[src/hw/sector_fmt_pkg.sv]
// constants, tables, state types and check-code steps shared by the sector formatter
package sector_fmt_pkg;

   // framing
   localparam logic [7:0]  SYNC_BYTE   = 8'hA1;   // sync pattern, value arbitrary
   localparam logic [9:0]  PRE_MIN     = 10'h00B; // least zero bytes ahead of a sync byte
   localparam logic [9:0]  HDR_LEN     = 10'h004; // two header words
   localparam logic [9:0]  CHK_LEN     = 10'h002; // two check characters
   localparam logic [9:0]  GAP_LEN     = 10'h002; // filler after the header checks
   localparam logic [9:0]  DATA_LEN    = 10'h200; // 256 words
   localparam logic [9:0]  ECC_LEN     = 10'h004; // 32-bit code
   localparam logic [9:0]  RX_HDR_LEN  = 10'h006; // header words plus checks
   localparam logic [9:0]  RX_DATA_LEN = 10'h204; // data plus code

   // drive types: zero bytes per preamble, recovery bytes, sectors per track
   localparam logic [9:0] TYPE_PRE [2] = '{10'h010, 10'h014};
   localparam logic [9:0] TYPE_REC [2] = '{10'h004, 10'h008};
   localparam logic [7:0] TYPE_SPT [2] = '{8'h11, 8'h20};
   localparam logic [7:0] ILV_LIMIT    = 8'h17;  // at or below: two-to-one interleave

   // legacy geometry and unit map, two logical units per physical drive
   localparam logic [5:0]  LEGACY_SPT        = 6'h28;
   localparam logic [2:0]  UNIT_PHYS [8]     = '{3'h0, 3'h0, 3'h1, 3'h1,
                                                 3'h2, 3'h2, 3'h3, 3'h3};
   localparam logic [23:0] UNIT_BASE [8]     = '{24'h000000, 24'h00A000, 24'h000000,
                                                 24'h00A000, 24'h000000, 24'h00A000,
                                                 24'h000000, 24'h00A000};
   localparam logic [23:0] UNIT_SIZE         = 24'h00A000;

   // register window choices, picked by the switch bank
   localparam logic [21:0] ADDR_BASE [4] = '{22'h3FF900, 22'h3FFDC0, 22'h3FFCC0, 22'h3FFAC0};
   localparam logic [3:0]  ADDR_NREG [4] = '{4'h4, 4'h4, 4'h5, 4'h5};

   // self-test duration
   localparam int unsigned SELFTEST_NS  = 1000;
   localparam int unsigned CLK_NS       = 5;
   localparam logic [7:0]  SELFTEST_CYC = 8'((SELFTEST_NS + CLK_NS - 1) / CLK_NS);

   localparam logic [15:0] CRC16_POLY = 16'h1021;
   localparam logic [31:0] CRC32_POLY = 32'h04C11DB7;

   typedef enum logic [3:0] {
      ST_IDLE  = 4'b0000,
      ST_HPRE  = 4'b0001,
      ST_HSYNC = 4'b0010,
      ST_HDR   = 4'b0011,
      ST_HCHK  = 4'b0100,
      ST_HGAP  = 4'b0101,
      ST_DPRE  = 4'b0110,
      ST_DSYNC = 4'b0111,
      ST_DATA  = 4'b1000,
      ST_ECC   = 4'b1001,
      ST_RECOV = 4'b1010
   } fmt_state_t;

   typedef enum logic [1:0] {
      RX_HUNT  = 2'b00,
      RX_FIELD = 2'b01,
      RX_CHECK = 2'b10
   } rx_state_t;

   // msb-first check-code steps, zero start so a good field leaves zero
   function automatic logic [15:0] crc16_byte(input logic [15:0] c, input logic [7:0] d);
      logic [15:0] r;
      r = c;
      for (int i = 7; i >= 0; i--)
         r = (r[15] ^ d[i]) ? ({r[14:0], 1'b0} ^ CRC16_POLY) : {r[14:0], 1'b0};
      return r;
   endfunction

   function automatic logic [31:0] crc32_byte(input logic [31:0] c, input logic [7:0] d);
      logic [31:0] r;
      r = c;
      for (int i = 7; i >= 0; i--)
         r = (r[31] ^ d[i]) ? ({r[30:0], 1'b0} ^ CRC32_POLY) : {r[30:0], 1'b0};
      return r;
   endfunction

endpackage

[src/hw/check_if.sv]
// byte feed and running check codes between the formatter and a check engine
`timescale 1ns/10ps
interface check_if;
   logic        clr;
   logic        en;
   logic [7:0]  din;
   logic [15:0] crc16;
   logic [31:0] crc32;

   modport user   (output clr, output en, output din, input crc16, input crc32);
   modport engine (input clr, input en, input din, output crc16, output crc32);
endinterface

[src/hw/sector_check.sv]
// running header check and data code engine, one byte per cycle
`timescale 1ns/10ps
module sector_check
   import sector_fmt_pkg::*;
(
   input  wire logic clk_sys_i,
   input  wire logic rstn_i,
   check_if.engine   chk
);

   logic [15:0] crc16_r;
   logic [31:0] crc32_r;

   // clear wins over a byte so every field starts from zero
   always_ff @(posedge clk_sys_i)
   begin
      if (!rstn_i || chk.clr)
      begin
         crc16_r <= 16'h0000;
         crc32_r <= 32'h00000000;
      end
      else if (chk.en)
      begin
         crc16_r <= crc16_byte(crc16_r, chk.din);
         crc32_r <= crc32_byte(crc32_r, chk.din);
      end
   end

   assign chk.crc16 = crc16_r;
   assign chk.crc32 = crc32_r;

endmodule

[src/hw/disk_sector_format_mapper.sv]
// sector formatter, unit mapper, header generator, sync hunter and bus-side control
// Operation
// - a host interrupt is raised on both the level-4 and the level-5 request lines together.
// - register base and register count come from a lookup table chosen by the switch bank.
// - power-good or bus initialise each alone performs a full controller clear; an interrupt event in the same cycle still raises both lines.
// - self-test runs only on the first application of power, never on a later clear.
// - cylinder, head and sector of a legacy address become one sequential 512-byte block.
// - formatting uses two-to-one interleave at 23 or fewer sectors per track, else one-to-one.
// - at most eight logical units are served, spread over at most four physical drives.
// - a logical unit never spans two physical drives; out-of-unit blocks are refused.
// - a sector holds a two-word header with two check bytes, then 256 data words and a 32-bit code.
// - correction is attempted only on the data field, never on the header.
// - each field is led by at least 11 zero bytes and an eight-bit sync byte.
// - preamble and recovery lengths are per drive type minimums, 562 bytes in the usual case.
// - a read-header request returns a header built from the current logical position.
// - the logical header is cylinder, head-select and sector, then zeros, then a check word.
// - the data field is always 512 bytes, with zero bytes padding what the source omits.
// - the sync byte marks byte boundaries on the incoming stream after a preamble.
// - a postamble recovery area follows every data field before the next sector.
`timescale 1ns/10ps
module disk_sector_format_mapper
(
   input  wire logic        clk_sys_i,
   input  wire logic        rstn_i,
   input  wire logic        dc_power_good_i,
   input  wire logic        bus_init_i,
   input  wire logic        irq_event_i,
   input  wire logic        irq_ack_i,
   input  wire logic [1:0]  addr_sw_i,
   input  wire logic        bus_addr_valid_i,
   input  wire logic [21:0] bus_addr_i,
   input  wire logic        drive_type_i,
   input  wire logic        map_req_i,
   input  wire logic        rd_hdr_req_i,
   input  wire logic [2:0]  unit_i,
   input  wire logic [8:0]  cyl_i,
   input  wire logic        head_select_bit_i,
   input  wire logic [5:0]  sec_i,
   input  wire logic        fmt_start_i,
   input  wire logic        data_valid_i,
   input  wire logic [7:0]  data_i,
   input  wire logic        rx_valid_i,
   input  wire logic [7:0]  rx_byte_i,
   input  wire logic        rx_data_field_i,
   output logic             irq_l4_o,
   output logic             irq_l5_o,
   output logic             addr_hit_o,
   output logic [3:0]       reg_idx_o,
   output logic             selftest_busy_o,
   output logic             map_valid_o,
   output logic             map_err_o,
   output logic [2:0]       phys_drive_o,
   output logic [23:0]      blk_o,
   output logic             lhdr_valid_o,
   output logic [15:0]      lhdr_w1_o,
   output logic [15:0]      lhdr_w2_o,
   output logic [15:0]      lhdr_w3_o,
   output logic             data_ready_o,
   output logic             tx_valid_o,
   output logic [7:0]       tx_byte_o,
   output logic             fmt_done_o,
   output logic             rx_sync_o,
   output logic             hdr_err_o,
   output logic             ecc_err_o,
   output logic             ecc_fix_o
);
   import sector_fmt_pkg::*;

   ////////////////////////////////////////////////////////////////////////////////
   // clear and power-up
   logic       dc_power_good_r;
   logic       pwr_seen_r;
   logic [7:0] st_cnt_r;
   logic       dc_power_good_rise;
   logic       clear;

   assign dc_power_good_rise = dc_power_good_i && !dc_power_good_r;
   assign clear     = dc_power_good_rise || bus_init_i;

   // power history survives bus initialise, so self-test cannot rerun on a clear
   always_ff @(posedge clk_sys_i)
   begin
      if (!rstn_i)
      begin
         dc_power_good_r          <= 1'b0;
         pwr_seen_r      <= 1'b0;
         st_cnt_r        <= 8'h00;
         selftest_busy_o <= 1'b0;
      end
      else
      begin
         dc_power_good_r <= dc_power_good_i;
         if (dc_power_good_rise && !pwr_seen_r)
         begin
            pwr_seen_r      <= 1'b1;
            st_cnt_r        <= SELFTEST_CYC - 8'h01;
            selftest_busy_o <= 1'b1;
         end
         else if (st_cnt_r != 8'h00)
            st_cnt_r <= st_cnt_r - 8'h01;
         else
            selftest_busy_o <= 1'b0;
      end
   end

   // both priority lines move together; a new event wins over an acknowledge
   always_ff @(posedge clk_sys_i)
   begin
      if (!rstn_i || (clear && !irq_event_i))
      begin
         irq_l4_o <= 1'b0;
         irq_l5_o <= 1'b0;
      end
      else if (irq_event_i || irq_ack_i)
      begin
         irq_l4_o <= irq_event_i;
         irq_l5_o <= irq_event_i;
      end
   end

   ////////////////////////////////////////////////////////////////////////////////
   // register window decode
   logic [21:0] win_off;
   assign win_off = bus_addr_i - ADDR_BASE[addr_sw_i];

   always_ff @(posedge clk_sys_i)
   begin
      if (!rstn_i)
      begin
         addr_hit_o <= 1'b0;
         reg_idx_o  <= 4'h0;
      end
      else
      begin
         addr_hit_o <= bus_addr_valid_i && (bus_addr_i >= ADDR_BASE[addr_sw_i]) &&
                       (win_off[21:1] < 21'(ADDR_NREG[addr_sw_i]));
         reg_idx_o  <= win_off[4:1];
      end
   end

   ////////////////////////////////////////////////////////////////////////////////
   // unit mapping and logical header
   logic [15:0] lblk;
   logic [15:0] hdr_w1;
   logic [15:0] hcrc;

   // eight units in a fixed table, each bounded inside one drive
   assign lblk   = 16'({cyl_i, head_select_bit_i}) * 16'(LEGACY_SPT) + 16'(sec_i);
   assign hdr_w1 = {cyl_i, head_select_bit_i, sec_i};
   assign hcrc   = crc16_byte(crc16_byte(crc16_byte(crc16_byte(16'h0000, hdr_w1[15:8]),
                   hdr_w1[7:0]), 8'h00), 8'h00);

   always_ff @(posedge clk_sys_i)
   begin
      if (!rstn_i || clear)
      begin
         map_valid_o  <= 1'b0;
         map_err_o    <= 1'b0;
         phys_drive_o <= 3'h0;
         blk_o        <= 24'h000000;
      end
      else
      begin
         map_valid_o <= map_req_i;
         if (map_req_i)
         begin
            phys_drive_o <= UNIT_PHYS[unit_i];
            blk_o        <= UNIT_BASE[unit_i] + 24'(lblk);
            map_err_o    <= (24'(lblk) >= UNIT_SIZE) || (sec_i >= LEGACY_SPT);
         end
      end
   end

   // header is generated from the position, never read from the medium
   always_ff @(posedge clk_sys_i)
   begin
      if (!rstn_i || clear)
      begin
         lhdr_valid_o <= 1'b0;
         lhdr_w1_o    <= 16'h0000;
         lhdr_w2_o    <= 16'h0000;
         lhdr_w3_o    <= 16'h0000;
      end
      else
      begin
         lhdr_valid_o <= rd_hdr_req_i;
         if (rd_hdr_req_i)
         begin
            lhdr_w1_o <= hdr_w1;
            lhdr_w2_o <= 16'h0000;
            lhdr_w3_o <= hcrc;
         end
      end
   end

   ////////////////////////////////////////////////////////////////////////////////
   // sector formatter
   check_if tx_chk ();
   check_if rx_chk ();

   sector_check u_tx_check (.clk_sys_i(clk_sys_i), .rstn_i(rstn_i), .chk(tx_chk));
   sector_check u_rx_check (.clk_sys_i(clk_sys_i), .rstn_i(rstn_i), .chk(rx_chk));

   fmt_state_t  st_r;
   fmt_state_t  st_nxt;
   logic [9:0]  cnt_r;
   logic [9:0]  fld_len;
   logic        pad_r;
   logic        pad_nxt;
   logic        type_r;
   logic [15:0] fw1_r;
   logic [7:0]  fsec_r;
   logic [7:0]  byte_nxt;
   logic [7:0]  spt;

   assign spt = TYPE_SPT[type_r];

   // field lengths per state; preamble and recovery follow the drive type
   always_comb
   begin
      fld_len = 10'h001;
      case (st_r)
         ST_HPRE, ST_DPRE: fld_len = TYPE_PRE[type_r];
         ST_HDR:           fld_len = HDR_LEN;
         ST_HCHK:          fld_len = CHK_LEN;
         ST_HGAP:          fld_len = GAP_LEN;
         ST_DATA:          fld_len = DATA_LEN;
         ST_ECC:           fld_len = ECC_LEN;
         ST_RECOV:         fld_len = TYPE_REC[type_r];
         default:          fld_len = 10'h001;
      endcase
   end

   // walk the fields in order; one byte leaves per cycle
   always_comb
   begin
      st_nxt = st_r;
      if (clear)
         st_nxt = ST_IDLE;
      else if (st_r == ST_IDLE)
         st_nxt = (fmt_start_i && !selftest_busy_o) ? ST_HPRE : ST_IDLE;
      else if (cnt_r == fld_len - 10'h001)
      begin
         case (st_r)
            ST_HPRE:  st_nxt = ST_HSYNC;
            ST_HSYNC: st_nxt = ST_HDR;
            ST_HDR:   st_nxt = ST_HCHK;
            ST_HCHK:  st_nxt = ST_HGAP;
            ST_HGAP:  st_nxt = ST_DPRE;
            ST_DPRE:  st_nxt = ST_DSYNC;
            ST_DSYNC: st_nxt = ST_DATA;
            ST_DATA:  st_nxt = ST_ECC;
            ST_ECC:   st_nxt = ST_RECOV;
            default:  st_nxt = ST_IDLE;
         endcase
      end
   end

   assign pad_nxt = (st_r == ST_IDLE) ? 1'b0 :
                    (pad_r || (st_r == ST_DATA && data_ready_o && !data_valid_i));

   // byte for the current position of the current field
   always_comb
   begin
      byte_nxt = 8'h00;
      case (st_r)
         ST_HSYNC, ST_DSYNC: byte_nxt = SYNC_BYTE;
         ST_HDR:   byte_nxt = (cnt_r[1:0] == 2'b00) ? fw1_r[15:8] :
                              (cnt_r[1:0] == 2'b01) ? fw1_r[7:0] : 8'h00;
         ST_HCHK:  byte_nxt = cnt_r[0] ? tx_chk.crc16[7:0] : tx_chk.crc16[15:8];
         ST_DATA:  byte_nxt = (pad_nxt || !data_valid_i) ? 8'h00 : data_i;
         ST_ECC:   byte_nxt = tx_chk.crc32[8'(31 - 8 * cnt_r[1:0]) -: 8];
         default:  byte_nxt = 8'h00;
      endcase
   end

   assign tx_chk.clr = (st_r == ST_HSYNC) || (st_r == ST_DSYNC);
   assign tx_chk.en  = (st_r == ST_HDR) || (st_r == ST_DATA);
   assign tx_chk.din = byte_nxt;

   always_ff @(posedge clk_sys_i)
   begin
      if (!rstn_i)
      begin
         st_r         <= ST_IDLE;
         cnt_r        <= 10'h000;
         pad_r        <= 1'b0;
         data_ready_o <= 1'b0;
         tx_valid_o   <= 1'b0;
         tx_byte_o    <= 8'h00;
         fmt_done_o   <= 1'b0;
      end
      else
      begin
         st_r         <= st_nxt;
         cnt_r        <= (st_nxt != st_r) ? 10'h000 : cnt_r + 10'h001;
         pad_r        <= pad_nxt;
         data_ready_o <= (st_nxt == ST_DATA) && !pad_nxt;
         tx_valid_o   <= (st_r != ST_IDLE) && !clear;
         tx_byte_o    <= byte_nxt;
         fmt_done_o   <= (st_r == ST_RECOV) && (st_nxt == ST_IDLE);
      end
   end

   // interleave: step two through a track of 23 or fewer sectors, then fill the odd slots; above that step one
   always_ff @(posedge clk_sys_i)
   begin
      if (!rstn_i || clear)
      begin
         type_r <= 1'b0;
         fsec_r <= 8'h00;
         fw1_r  <= 16'h0000;
      end
      else if (st_r == ST_IDLE && st_nxt == ST_HPRE)
      begin
         type_r <= drive_type_i;
         fw1_r  <= {cyl_i, head_select_bit_i, fsec_r[5:0]};
      end
      else if (st_r == ST_RECOV && st_nxt == ST_IDLE)  // with the last byte, so a held start sees it
      begin
         if (spt > ILV_LIMIT)
            fsec_r <= (fsec_r + 8'h01 >= spt) ? 8'h00 : fsec_r + 8'h01;
         else if (fsec_r + 8'h02 < spt)
            fsec_r <= fsec_r + 8'h02;
         else
            fsec_r <= fsec_r[0] ? 8'h00 : 8'h01;
      end
   end

   ////////////////////////////////////////////////////////////////////////////////
   // receive side: preamble and sync hunt, field check
   rx_state_t rx_st_r;
   logic [9:0] zcnt_r;
   logic [9:0] rcnt_r;
   logic       rx_is_data_r;

   assign rx_chk.clr = (rx_st_r == RX_HUNT);
   assign rx_chk.en  = (rx_st_r == RX_FIELD) && rx_valid_i;
   assign rx_chk.din = rx_byte_i;

   // header errors are only reported; only data errors start a correction
   always_ff @(posedge clk_sys_i)
   begin
      if (!rstn_i || clear)
      begin
         rx_st_r      <= RX_HUNT;
         zcnt_r       <= 10'h000;
         rcnt_r       <= 10'h000;
         rx_is_data_r <= 1'b0;
         rx_sync_o    <= 1'b0;
         hdr_err_o    <= 1'b0;
         ecc_err_o    <= 1'b0;
         ecc_fix_o    <= 1'b0;
      end
      else
      begin
         rx_sync_o <= 1'b0;
         hdr_err_o <= 1'b0;
         ecc_err_o <= 1'b0;
         ecc_fix_o <= 1'b0;
         case (rx_st_r)
            RX_HUNT:
               if (rx_valid_i)
               begin
                  if (rx_byte_i == 8'h00)
                     zcnt_r <= (zcnt_r == PRE_MIN) ? zcnt_r : zcnt_r + 10'h001;
                  else if (rx_byte_i == SYNC_BYTE && zcnt_r == PRE_MIN)
                  begin
                     rx_st_r      <= RX_FIELD;
                     rcnt_r       <= 10'h000;
                     rx_is_data_r <= rx_data_field_i;
                     rx_sync_o    <= 1'b1;
                     zcnt_r       <= 10'h000;
                  end
                  else
                     zcnt_r <= 10'h000;
               end
            RX_FIELD:
               if (rx_valid_i)
               begin
                  rcnt_r <= rcnt_r + 10'h001;
                  if (rcnt_r == (rx_is_data_r ? RX_DATA_LEN : RX_HDR_LEN) - 10'h001)
                     rx_st_r <= RX_CHECK;
               end
            RX_CHECK:
            begin
               rx_st_r <= RX_HUNT;
               if (rx_is_data_r)
               begin
                  ecc_err_o <= (rx_chk.crc32 != 32'h00000000);
                  ecc_fix_o <= (rx_chk.crc32 != 32'h00000000);
               end
               else
                  hdr_err_o <= (rx_chk.crc16 != 16'h0000);
            end
            default: rx_st_r <= RX_HUNT;
         endcase
      end
   end

   ////////////////////////////////////////////////////////////////////////////////
   // checks
   irq_lines_pair_a: assert property (@(posedge clk_sys_i) disable iff (!rstn_i)
      irq_event_i |=> irq_l4_o && irq_l5_o) else $error("irq lines not raised together");
   clear_on_init_a: assert property (@(posedge clk_sys_i) disable iff (!rstn_i)
      bus_init_i |=> st_r == ST_IDLE && !tx_valid_o) else $error("init did not clear");
   selftest_once_a: assert property (@(posedge clk_sys_i) disable iff (!rstn_i)
      $rose(selftest_busy_o) |-> !$past(pwr_seen_r)) else $error("self-test rerun");
   sync_byte_out_a: assert property (@(posedge clk_sys_i) disable iff (!rstn_i)
      (st_r == ST_HSYNC && !clear) |=> tx_byte_o == SYNC_BYTE && tx_valid_o)
      else $error("sync byte missing");
   data_len_a: assert property (@(posedge clk_sys_i) disable iff (!rstn_i)
      (st_r == ST_DATA && st_nxt == ST_ECC) |-> cnt_r == 10'h1FF) else $error("data length");
   pad_zero_a: assert property (@(posedge clk_sys_i) disable iff (!rstn_i)
      (st_r == ST_DATA && pad_r) |=> tx_byte_o == 8'h00) else $error("pad not zero");
   no_hdr_fix_a: assert property (@(posedge clk_sys_i) disable iff (!rstn_i)
      ecc_fix_o |-> $past(rx_is_data_r)) else $error("header correction attempted");
   lhdr_zero_word_a: assert property (@(posedge clk_sys_i) disable iff (!rstn_i)
      rd_hdr_req_i && !clear |=> lhdr_valid_o && lhdr_w2_o == 16'h0000 &&
      lhdr_w1_o == $past(hdr_w1)) else $error("logical header layout");
   unit_bound_a: assert property (@(posedge clk_sys_i) disable iff (!rstn_i)
      (map_valid_o && !map_err_o) |-> blk_o - UNIT_BASE[$past(unit_i)] < UNIT_SIZE)
      else $error("unit crosses drive");

   fmt_done_c:   cover property (@(posedge clk_sys_i) disable iff (!rstn_i) fmt_done_o);
   rx_sync_c:    cover property (@(posedge clk_sys_i) disable iff (!rstn_i) rx_sync_o);
   data_fix_c:   cover property (@(posedge clk_sys_i) disable iff (!rstn_i) ecc_fix_o);
   selftest_c:   cover property (@(posedge clk_sys_i) disable iff (!rstn_i) $fell(selftest_busy_o));

endmodule

[config.mk]
export PLATFORM = sky130hd
export DESIGN_NAME = disk_sector_format_mapper
export DESIGN_NICKNAME = d
export VERILOG_FILES = /design/src/hw/sector_fmt_pkg.sv /design/src/hw/check_if.sv /design/src/hw/sector_check.sv /design/src/hw/disk_sector_format_mapper.sv
export SDC_FILE = /design/constraint.sdc
export NUM_CORES = 1
export LEC_CHECK = 0
export ABC_AREA = 1
export BUFFER_PORTS_ARGS = -buffer_cell sky130_fd_sc_hd__buf_2
export CORE_ASPECT_RATIO = 0.5
export CORE_MARGIN = 3
export CORE_UTILIZATION = 25
export CTS_CLUSTER_SIZE = 14
export DETAILED_ROUTE_END_ITERATION = 10
export HOLD_SLACK_MARGIN = 0.03
export SYNTH_ARGS = -nofsm -noshare
export SYNTH_HDL_FRONTEND = slang
export SYNTH_SLANG_ARGS = --single-unit
export TNS_END_PERCENT = 10
[constraint.sdc]
create_clock -name clk_sys_i -period 4.25 [get_ports clk_sys_i]
set_clock_uncertainty 0.1 [all_clocks]
set_input_delay 0.425 -clock clk_sys_i [delete_from_list [all_inputs] [get_ports clk_sys_i]]
set_output_delay 0.425 -clock clk_sys_i [all_outputs]
set_load 0.1 [all_outputs]
==> reports/qor.txt <==
Footprint of the multi-input gates - 8760 um^2
Final setup fails - 0
Full die area - 64900 um^2
Row count - 63
Max_cap viols - 0
Via count - 14100
PortBufs - 148
Root buf cell - clkbuf_16
Fin. Hold Viols - 0
Setup Total Neg Slack - 0 ns
PD cells - 359 nW/um^2
CP endpoint kind - flop
Initial detailed-routing violation count - 908
Int Pwr - 4.28 mW
Post-synth ARST share - 0%
Vias in the first global route - 13200
CTS max path bufs - 3
Switching part of the total - 33.5%
Sequential share of the synthesized area - 32.2%
Die Width - 357 um
WL per Instance - 13.3 um
Register area - 4960 um^2
Commonest non-fill, non-tap cells in the layout - nand2_1, inv_1, dfxtp_1
Power share of the clock group - 38.0%
FILL cells - 6496
Area Growth Syn to Fin - 16.4%
Number of H-tree levels - 1
Reg2Reg Setup Slack - 0.79 ns
First-pass GRT wire length - 68700 um
Initial antenna violation count - 3
Finished Layout Cells - 3180
Tcrit/Tclk final - 81.5%
FMAX - 289 MHz
Commonest non-fill, non-tap cell in the layout - nand2_1
DR DRC count - 0
Least-Margin Pin Slew - 1.21 ns
Reg power frac - 37.6%
WHS Path Cells - 3
Clock Latency Late Sink - 0.55 ns
EDFF count, synth - 0
Crit path kind - flop to flop
Core area - 60100 um^2
Die Ht - 182 um
Post-DR vias/cell - 4.43
CTS sink count - 248
Synth cell types - 61
Pleak - 8.67 nW
Critical Path Start Type - flop
RSZ-0062 raised after global routing - no
All-Layer GR Usage - 12.8%
Critical Path AT - 3.80 ns
Setup Buffers After CTS - 0
Avg Cell Area, Syn - 6.98 um^2
WHS Endpoint - type_r
TritonCTS clock tree - done
Post-Synthesis Cells - 2210
Synth warn - 0
Final HPWL DP - 31200 um
Final max-slew violation count - 0
Comb pwr share - 24.4%
GP Congestion - 0.859
Final ANT Viol Nets - 0
Maximum VDD drop - 0.268 mV
Status - finished, final reports clean
Total congestion overflow - 0
CP required - 4.59 ns
Synth Register Bits - 248
DP Cell Count - 3119
Initial Util - 25.7%
Nets - 2471
Cells on worst reg2reg path - 25
Min-delay src - drive_type_i
Clock buffer count from CTS - 28
Total Wirelength - 42300 um
Synthesized area - 15400 um^2
Clk slew on worst S/H paths - 0.06 ns
Post-route minimum period - 3.46 ns
Layout cells sized above 1 - 12.4%
Drt first pass iters - 5
Post-synth top flop - dfxtp_1
Largest net degree at the start of global routing - 64
Worst flop-to-flop path startpoint - st_r[2]
Num ports - 174
Hold Path Class - primary input to flop
Critical Path Fanout Max - 5
Switch Pwr - 2.16 mW
Slew HR - 19.6%
[sequential cells by signal (all words and copies together), names as in the netlist, 4 cells and up, named ones only]
signal and cells:
u_tx_check.chk.crc32 32, cnt_r 10, u_rx_check.chk.crc16 16, fw1_r 16, st_r 4, u_rx_check.chk.crc32 32
st_cnt_r 8, rcnt_r 10, reg_idx_o 4, blk_o 17, zcnt_r 10, u_tx_check.chk.crc16 16
tx_byte_o 8, lhdr_w3_o 16, lhdr_w1_o 16, fsec_r 8
[metrics by stage]
stage               setup slack [ns]  hold WS, ns  total power [mW]  instance area [um^2]  util (%)
finish                         0.788       0.0796              6.44                 17900      29.9
CTS                            0.781       0.0641              6.52                 17900      29.9
global route                   0.337       0.0589              6.78                 17900      29.9
floorplan                       1.16        0.325              3.73                 15500         -
global placement               0.719        0.345              4.02                 16900      28.2
detailed placement             0.665        0.349              4.03                 16900      28.2
[routing by layer]
layer	part of all wire, %	track usage, %
met5	0.064	0
met4	3.4	4.17
met2	48	22.4
met3	4.1	2.00
met1	44	16.1
[worst max-delay path by stage]
stage | startpoint | to | slack, ns | depth (start not counted)
after floorplan | cyl_i[0] | blk_o[15] | 1.16 | 13
after global placement | cyl_i[0] | blk_o[14] | 0.72 | 14
after detailed placement | cyl_i[0] | blk_o[14] | 0.67 | 14
after CTS | st_r[1] | flop | 0.78 | 25
after global routing | st_r[1] | flop | 0.34 | 25
final | st_r[2] | flop | 0.79 | 25
[area by class of cell]
class                      count  share of cell area [%]
clock inverter                10                   0.432
inverter                     346                    7.25
timing repair buffer         175                    5.38
sequential                   248                    27.7
antenna                        1                  0.0139
clock buffer                  41                    4.74
multi-input combinational   1547                    48.8
tap                          812                    5.66
[critical path, stage by stage (launching register included)]
cell and delay (ns):
dfxtp_1 0.43, inv_1 0.14, nor2_2 0.14, nand2_1 0.07, nand2_1 0.12, nand2_1 0.07
nand2_1 0.12, nor2_1 0.07, nand2_1 0.07, inv_1 0.05, ha_1 0.27, xor2_1 0.14
nand2_1 0.07, a21oi_1 0.12, nand2_1 0.10, nor2_4 0.16, nand3_2 0.11, nand2_1 0.12
nand3_2 0.13, nor2_1 0.27, inv_1 0.11, ha_1 0.19, nand2_1 0.06, nand2_1 0.05
o21ai_0 0.07, inv_1 0.05
[Yosys cell counts, types with 11 or more instances]
| master | number | area share (%) |
|---|---|---|
| a21oi_1 | 181 | 5.9 |
| dfxtp_1 | 248 | 32 |
| o211ai_1 | 18 | 0.88 |
| nor2_1 | 171 | 4.2 |
| nand2_2 | 20 | 0.81 |
| nand3_1 | 108 | 3.5 |
| o221ai_1 | 16 | 0.91 |
| xnor2_1 | 60 | 3.4 |
| buf_4 | 28 | 1.4 |
| nor3_1 | 29 | 0.94 |
| o21ai_0 | 128 | 4.2 |
| inv_1 | 332 | 8.1 |
| nand4_1 | 23 | 0.93 |
| inv_2 | 11 | 0.27 |
| nor4_1 | 15 | 0.61 |
| ha_1 | 49 | 4.0 |
| xor2_1 | 136 | 7.7 |
| o21ai_1 | 15 | 0.49 |
| nand3_2 | 13 | 0.84 |
| clkbuf_1 | 49 | 1.2 |
| nand2_1 | 444 | 11 |
[repair_timing]
action                                 4_1_cts  5_1_grt
resized for setup                            0        0
endpoints found under the hold margin        9        0
hold buffers                                 9        0
[logic make-up after synthesis]
logic type                 Yosys count  synth area share (%)
AOI/OAI and AO/OA                  400                  14.4
and+or+nand+nor                    862                  24.7
DFF                                248                  32.2
other                                1                0.0243
buffers and inverters              438                  11.6
xor gates and xnor gates           208                  12.6
adders and majority gates           52                  4.37
muxes                                1                0.0649
[power groups by stage]
stage / Clock, mW / Combinational, mW / Sequential, mW
2_1_floorplan: 0 / 1.06 / 2.67
5_1_grt: 2.61 / 1.74 / 2.43
3_5_place_dp: 0 / 1.56 / 2.47
3_3_place_gp: 0 / 1.55 / 2.47
6_report: 2.44 / 1.57 / 2.42
4_1_cts: 2.52 / 1.58 / 2.42
Power figures use the tool's default switching activity.
